--- src/timer_defines.svh ---
// Register offsets, field positions and timing counts for the 16-bit timer/event counter
// Summary of operation
// - One 16-bit up-counter with timer, event counter and pulse width modes.
// - Writing count registers loads preload; reading returns live counter contents.
// - Timer and pulse width modes count on system clock divided by four.
// - Timer mode increments once per falling edge of divided clock while running.
// - Event mode counts rising pin edges, or falling edges when edge select set.
// - Passing FFFFH reloads from preload, keeps counting and raises interrupt request.
// - Preload has no defined value after reset; software loads it first (this design resets it to zero).
// - Preload write while stopped also goes straight into the counter.
// - Preload write while running reaches the counter only at next overflow.
// - Low byte write only fills a holding buffer.
// - High byte write loads high byte and moves held low byte in together.
// - High byte read returns counter high byte and latches counter low byte.
// - Low byte read returns the byte latched by the last high byte read.
// - Control bit 4 is the run bit.
// - Control bit 3 selects active edge or level for pin modes.
// - Mode bits high=1 low=0 select interval timer mode.
// - Mode bits high=0 low=1 select event counting on the pin.
// - Overflow interrupt reaches processor only while interrupt enable is set.
// - Event counting continues while the device is powered down.
// - Both mode bits high select pulse width mode on divided clock.
// - Pulse mode counts active level, then clears run bit and ignores edges.
`ifndef TIMER_DEFINES_SVH
`define TIMER_DEFINES_SVH
`define ADDR_COUNT_LOW 2'h0
`define ADDR_COUNT_HIGH 2'h1
`define ADDR_CONTROL 2'h2
`define ADDR_IRQ_CONTROL 2'h3
`define CTRL_RUN_BIT 4
`define CTRL_EDGE_BIT 3
`define CTRL_MODE_LOW_BIT 6
`define CTRL_MODE_HIGH_BIT 7
`define IRQC_ENABLE_BIT 0
`define IRQC_FLAG_BIT 1
`define CONTROL_RESET 8'h00
`define COUNT_FULL 16'hFFFF
`define CLOCK_DIVIDE 4
`endif

--- src/timer_pkg.sv ---
// Types for the 16-bit timer/event counter
package timer_pkg;
    typedef enum logic [1:0] {
        MODE_UNUSED = 2'b00,
        MODE_EVENT = 2'b01,
        MODE_TIMER = 2'b10,
        MODE_PULSE = 2'b11
    } timer_mode_t;
endpackage

--- src/timer_event_counter.sv ---
// 16-bit count-up timer/event counter with byte-wide register port
//
// The implementer's own choices: the strobed register port and the register offsets.
`timescale 1ns/1ps
`include "timer_defines.svh"
module timer_event_counter #(
    parameter int COUNT_WIDTH = 16,
    parameter int DIVIDE = `CLOCK_DIVIDE
) (
    input wire logic core_clk,
    input wire logic rst,
    input wire logic [1:0] reg_addr,
    input wire logic [7:0] reg_wdata,
    input wire logic reg_write,
    input wire logic reg_read,
    output logic [7:0] reg_rdata,
    input wire logic count_input_pin,
    input wire logic port_a_direction,
    output logic timer_irq
);
    import timer_pkg::*;

    // The byte map and the 8-bit divider only serve these values
    if (COUNT_WIDTH != 16) begin : g_check_width
        $error("timer_event_counter: COUNT_WIDTH must be 16");
    end
    if (DIVIDE < 2) begin : g_check_divide_low
        $error("timer_event_counter: DIVIDE must be at least 2");
    end
    if (DIVIDE > 256) begin : g_check_divide_high
        $error("timer_event_counter: DIVIDE must not exceed 256");
    end

    typedef struct packed {
        logic pin_meta;
        logic pin_sync;
        logic pin_last;
        logic [7:0] div_count;
        logic [15:0] counter;
        logic [15:0] preload;
        logic [7:0] low_write_buf;
        logic [7:0] low_read_buf;
        logic [7:0] control;
        logic irq_enable;
        logic irq_flag;
        logic pulse_active;
        logic [7:0] rdata;
    } state_t;

    state_t q;
    state_t next_q;

    // Control field views
    timer_mode_t mode;
    logic run_bit;
    logic edge_polarity_select;
    logic mode_select_low;
    logic mode_select_high;

    // Register port decode
    logic write_count_low;
    logic write_count_high;
    logic write_control;
    logic write_irq_control;
    logic read_count_low;
    logic read_count_high;
    logic read_control;
    logic read_irq_control;

    // Divider and pin events
    logic div_tick;
    logic pin_rise;
    logic pin_fall;
    logic event_edge;
    logic pulse_start_edge;
    logic active_level;

    // Counting
    logic timer_step;
    logic event_step;
    logic pulse_step;
    logic count_step;
    logic counter_full;
    logic overflow;
    logic [15:0] counter_plus_one;
    logic [15:0] loaded;
    logic flag_clear_request;

    assign mode_select_low = q.control[`CTRL_MODE_LOW_BIT];
    assign mode_select_high = q.control[`CTRL_MODE_HIGH_BIT];
    assign mode = timer_mode_t'({mode_select_high, mode_select_low});
    assign run_bit = q.control[`CTRL_RUN_BIT];
    assign edge_polarity_select = q.control[`CTRL_EDGE_BIT];

    // Strobes are never both high, so the decodes cannot collide
    assign write_count_low = reg_write && (reg_addr == `ADDR_COUNT_LOW);
    assign write_count_high = reg_write && (reg_addr == `ADDR_COUNT_HIGH);
    assign write_control = reg_write && (reg_addr == `ADDR_CONTROL);
    assign write_irq_control = reg_write && (reg_addr == `ADDR_IRQ_CONTROL);
    assign read_count_low = reg_read && (reg_addr == `ADDR_COUNT_LOW);
    assign read_count_high = reg_read && (reg_addr == `ADDR_COUNT_HIGH);
    assign read_control = reg_read && (reg_addr == `ADDR_CONTROL);
    assign read_irq_control = reg_read && (reg_addr == `ADDR_IRQ_CONTROL);

    // Free-running divider; a tick marks each falling edge of the divided clock
    assign div_tick = (q.div_count == 8'(DIVIDE - 1));

    // Only the second synchroniser stage feeds edge logic
    assign pin_rise = q.pin_sync & ~q.pin_last;
    assign pin_fall = ~q.pin_sync & q.pin_last;
    assign event_edge = edge_polarity_select ? pin_fall : pin_rise;

    // Pulse mode starts only on the edge that leaves the idle level
    assign pulse_start_edge = edge_polarity_select ? pin_rise : pin_fall;
    assign active_level = edge_polarity_select ? q.pin_sync : ~q.pin_sync;

    assign timer_step = run_bit && (mode == MODE_TIMER) && div_tick;

    // Pin direction is software's job; event mode ignores the pin while it is an output, pulse mode does not
    assign event_step = run_bit && (mode == MODE_EVENT) && port_a_direction
        && event_edge;

    // The active pin level gates the divided clock in pulse mode; an edge only starts the measurement
    assign pulse_step = run_bit && (mode == MODE_PULSE) && q.pulse_active && active_level
        && div_tick;

    assign count_step = timer_step || event_step || pulse_step;
    assign counter_full = (q.counter == `COUNT_FULL);
    assign overflow = count_step && counter_full;
    assign counter_plus_one = q.counter + 16'h0001;
    assign loaded = {reg_wdata, q.low_write_buf};
    assign flag_clear_request = write_irq_control && reg_wdata[`IRQC_FLAG_BIT];

    assign timer_irq = q.irq_flag & q.irq_enable;
    assign reg_rdata = q.rdata;

    always_comb begin
        next_q = q;

        // Two-stage synchroniser, then the edge history
        next_q.pin_meta = count_input_pin;
        next_q.pin_sync = q.pin_meta;
        next_q.pin_last = q.pin_sync;

        // Divider runs free, so tick spacing never depends on register traffic
        if (div_tick) begin
            next_q.div_count = 8'h00;
        end else begin
            next_q.div_count = q.div_count + 8'h01;
        end

        // Pin modes keep counting in power down, since this block keeps its clock
        if (run_bit && (mode == MODE_PULSE)) begin
            if (!q.pulse_active) begin
                if (pulse_start_edge) begin
                    next_q.pulse_active = 1'b1;
                end
            end else if (!active_level) begin
                // Single shot: stop and leave the width in the counter
                next_q.control[`CTRL_RUN_BIT] = 1'b0;
                next_q.pulse_active = 1'b0;
            end
        end else begin
            next_q.pulse_active = 1'b0;
        end

        // Increment, or reload from preload on passing full count
        if (count_step) begin
            if (counter_full) begin
                next_q.counter = q.preload;
            end else begin
                next_q.counter = counter_plus_one;
            end
        end

        // A same-cycle overflow wins over a software clear
        if (overflow) begin
            next_q.irq_flag = 1'b1;
        end else if (flag_clear_request) begin
            next_q.irq_flag = 1'b0;
        end

        if (write_count_low) begin
            next_q.low_write_buf = reg_wdata;
        end

        if (write_count_high) begin
            next_q.preload = loaded;
            if (!run_bit) begin
                next_q.counter = loaded;
            end
        end

        // A control write also restarts a pulse measurement
        if (write_control) begin
            next_q.control = reg_wdata;
            next_q.pulse_active = 1'b0;
        end

        if (write_irq_control) begin
            next_q.irq_enable = reg_wdata[`IRQC_ENABLE_BIT];
        end

        // Read data stand for one cycle only and are zero otherwise
        next_q.rdata = 8'h00;
        if (read_count_low) begin
            next_q.rdata = q.low_read_buf;
        end
        if (read_count_high) begin
            next_q.rdata = q.counter[15:8];
            next_q.low_read_buf = q.counter[7:0];
        end
        if (read_control) begin
            next_q.rdata = q.control;
        end
        if (read_irq_control) begin
            next_q.rdata[`IRQC_ENABLE_BIT] = q.irq_enable;
            next_q.rdata[`IRQC_FLAG_BIT] = q.irq_flag;
        end
    end

    // Counter and preload keep reset clear for determinism, though software must load them
    always_ff @(posedge core_clk) begin
        if (rst) begin
            q <= '0;
            q.control <= `CONTROL_RESET;
        end else begin
            q <= next_q;
        end
    end
endmodule // timer_event_counter

--- config.mk ---
export PLATFORM = sky130hd
export DESIGN_NAME = timer_event_counter
export DESIGN_NICKNAME = d
export VERILOG_FILES = /design/src/timer_pkg.sv /design/src/timer_event_counter.sv
export VERILOG_INCLUDE_DIRS = /design/src /design/src/src
export SDC_FILE = /design/constraint.sdc
export NUM_CORES = 1
export LEC_CHECK = 0
export BUFFER_PORTS_ARGS = -buffer_cell sky130_fd_sc_hd__buf_4
export CAP_MARGIN = 20
export CORE_ASPECT_RATIO = 2
export CORE_MARGIN = 2
export CORE_UTILIZATION = 50
export CTS_CLUSTER_DIAMETER = 150
export DETAILED_ROUTE_END_ITERATION = 16
export GPL_TIMING_DRIVEN = 1
export PLACE_DENSITY = 0.68
export SLEW_MARGIN = 20
export SYNTH_ARGS = -nofsm -noshare
export SYNTH_HDL_FRONTEND = slang
export SYNTH_SLANG_ARGS = --single-unit
--- constraint.sdc ---
create_clock -name core_clk -period 3.3 [get_ports core_clk]
set_clock_uncertainty 0.15 [all_clocks]
set_input_delay 0 -clock core_clk [delete_from_list [all_inputs] [get_ports core_clk]]
set_output_delay 0 -clock core_clk [all_outputs]
set_load 0.02 [all_outputs]
==> results.sh <==
export IMPL_outcome="completed"
export IMPL_synth_ff_latch_count=78
export IMPL_drtIter0Drc=186
export IMPL_mostFrequentLayoutCell="dfxtp_1"
export IMPL_grt_start_max_net_pins=68
export IMPL_tritoncts="built"
export IMPL_post_synth_top_area_fraction=0.419
export IMPL_placedInstanceArea_mm2=0.00387
export IMPL_area_growth_syn_to_layout_pct=17.6
export IMPL_route_detailed_wl_per_inst_um=17.1
export IMPL_timing_slew_headroom=0.458
export IMPL_clk_pin_slew_ns=0.06
export IMPL_ys_types=62
export IMPL_io_buffer_count=24
export IMPL_grt_total_usage=0.245
export IMPL_synthesis_area_mm2=0.00372
export IMPL_ctsLongestPathBuffers=2
export IMPL_first_pass_grt_wire_length_mm=15.4
export IMPL_fmax_mhz=407
export IMPL_cp_end_kind="flop"
export IMPL_tightest_slew_ns=0.813
export IMPL_syn_area_per_cell_um2=8.46
export IMPL_antenna_violating_nets_post_route=0
export IMPL_critPathRequiredTime_ns=3.38
export IMPL_postRouteWirelength_mm=9.49
export IMPL_clock_tree_root_cell="clkbuf_16"
export IMPL_number_of_antenna_violations_at_the_first_check_in_global_routing=0
export IMPL_worst_path_dominant_cell_family="simple AND/OR/NAND/NOR gates"
export IMPL_design_power_total_mw=2.31
export IMPL_die_width_um=65.0
export IMPL_yosysWarnings=0
export IMPL_cts_hold_buf=15
export IMPL_synth_edf_count=0
export IMPL_timing_setup_tns_ns=0
export IMPL_dominantRegCellSynth="dfxtp_1"
export IMPL_finalCoreUtilization=0.602
export IMPL_antenna_cells_inserted=0
export IMPL_path_type_of_the_worst_setup_path="reg -> reg"
export IMPL_setup_viol_count_final=0
export IMPL_worst_path_max_fanout=8
export IMPL_cell_by_cell_trace_of_the_critical_path="ha_1 -> nand4_2 -> or2_1 -> nor3_2 -> a211oi_1 -> a2111oi_2"
export IMPL_startpoint_type="flop"
export IMPL_cp_slowest_stage_delay_ns=0.45
export IMPL_share_of_layout_cells_above_drive_strength_1=0.134
export IMPL_slew_violations=0
export IMPL_netSwitchingPower_mw=0.505
export IMPL_final_net_count=477
export IMPL_floorplan_initialDensity=0.512
export IMPL_crit_slowest_cell="dfxtp_1"
export IMPL_remaining_drc_errors=0
export IMPL_critical_path_arrival_ns=2.54
export IMPL_cts_max_level=3
export IMPL_leakage_nw=1.67
export IMPL_cts_buffers_inserted=9
export IMPL_min_path_type="in -> reg"
export IMPL_placement_rows=44
export IMPL_power_share_sequential=0.434
export IMPL_ys_top_cells_by_area="dfxtp_1 42%, mux2i_1 7.0%, nor2_1 6.9%"
export IMPL_finalHoldViolations=0
export IMPL_chipHeight_um=126
export IMPL_post_cts_setup_buffers=0
export IMPL_period_minus_slack_ns=2.46
export IMPL_cp_buffers_inverters=0
export IMPL_clkSinkCount=78
export IMPL_vias_per_cell=5.78
export IMPL_weighted_congestion_reported_at_the_end_of_routability_driven_placement=0.935
export IMPL_final_cell_area_mm2=0.00438
export IMPL_worst_ir_drop_vdd_mv=0.308
export IMPL_finalWorstSetupSlack_ns=0.843
export IMPL_first_global_vias=3183
export IMPL_io_pin_count=25
export IMPL_grt_setup_unrepaired="false"
export IMPL_synth_area_leader_cell="dfxtp_1"
export IMPL_pwr_share_clk=0.497
export IMPL_async_reset_ff_frac=0
export IMPL_place_hpwl_mm=6.70
export IMPL_globalRoute_totalOverflow=0
export IMPL_firstDrtPassIters=5
export IMPL_switching_share=0.219
export IMPL_post_cts_resize_count=0
export IMPL_timing_max_cap_violations=0
export IMPL_design_core_area_mm2=0.00727
export IMPL_dp_worst_setup_slack_ns=0.895
export IMPL_internal_cell_power_mw=1.80
export IMPL_cellPowerDensity_mw_per_mm2=527
export IMPL_synth_net_count=458
export IMPL_share_comb_of_total_power=0.070
export IMPL_post_synth_inst_count=440
export IMPL_total_number_of_vias=3215
export IMPL_commonest_non_fill_non_tap_cells_in_the_layout="78 x dfxtp_1, 68 x nor2_1, 47 x nand2_1"
export IMPL_clock_insertion_delay_worst_skew_ns=0.34
export IMPL_synth_sequential_area_ratio=0.419
export IMPL_fin_crit_sh=0.745
export IMPL_dieArea_mm2=0.00820
-- cell families (layout without fill, tap and decap cells) --
logic type      after synthesis  count (layout)  synth area share
xor+xnor                      7               7            0.0165
simple gates                199             199             0.275
compound gates               85              85             0.156
fa+ha+maj                     2               2           0.00672
mux                          26              26            0.0699
flops                        78              78             0.419
buf+inv                      43              67            0.0571
-- sequential cells by signal, indices dropped and copies added (netlist names) --
register and flops:
edge_polarity_select 1, mode 2, loaded 8, q 57, next_q 2, reg_rdata 8
-- routing by layer --
metal	vias to the layer above	GRT usage	share of wire
met3	34	0.0482	0.045
met2	91	0.426	0.52
met5	-	0	0
met1	1506	0.261	0.38
met4	0	0.161	0.057
li1	1584	-	-
-- final cells by class --
cell class | instances | area, µm²
flip-flops and latches | 78 | 1560
well taps | 92 | 115
repair buffers | 45 | 375
fillers | 641 | 2890
clock inverters | 2 | 60.1
multi-input cells | 319 | 1950
clock buffers | 14 | 294
inverters | 6 | 22.5
-- power groups by stage --
stage | Combinational [mW] | Clock, mW | Sequential [mW]
after floorplan | 0.104 | 0 | 1.01
after global placement | 0.145 | 0 | 1.02
after detailed placement | 0.147 | 0 | 1.02
after CTS | 0.161 | 1.15 | 1.00
after global routing | 0.177 | 1.19 | 1.00
final | 0.161 | 1.15 | 1.00
-- synth_stat cells (3+ instances only) --
library cell and number:
o21ai_1 4, nor2b_1 7, a21oi_1 36, o211ai_1 4, nor3_1 3, and3_1 4, inv_1 6, xnor2_1 4
nor2_1 68, o31a_1 3, o21ai_0 6, dfxtp_1 78, a211oi_1 9, nor4_1 5, buf_4 8, clkbuf_1 17
buf_1 5, buf_2 5, nand2_1 47, a311oi_1 4, nand2b_1 5, and2_1 3, xor2_1 3, nand3b_1 5
nand3_1 21, nand4_1 6, or3_1 3, mux2i_1 26
-- through the flow --
| stage | instances | hold slack, ns |
|---|---|---|
| after floorplan | 440 | -0.0218 |
| after global placement | 525 | 0.0656 |
| after detailed placement | 525 | 0.0656 |
| after CTS | 556 | 0.0391 |
| after global routing | 556 | 0.0551 |
| final | 556 | 0.0327 |
-- worst paths after layout --
kind         startpoint    end  slack, ns  cells past startpoint
max reg2reg       q[51]  q[53]       0.84                      6
min                 rst  q[22]       0.03                      2
min reg2reg       q[42]  q[42]       0.31                      2
max               q[51]  q[53]       0.84                      6
(Power assumes the default switching activity.)
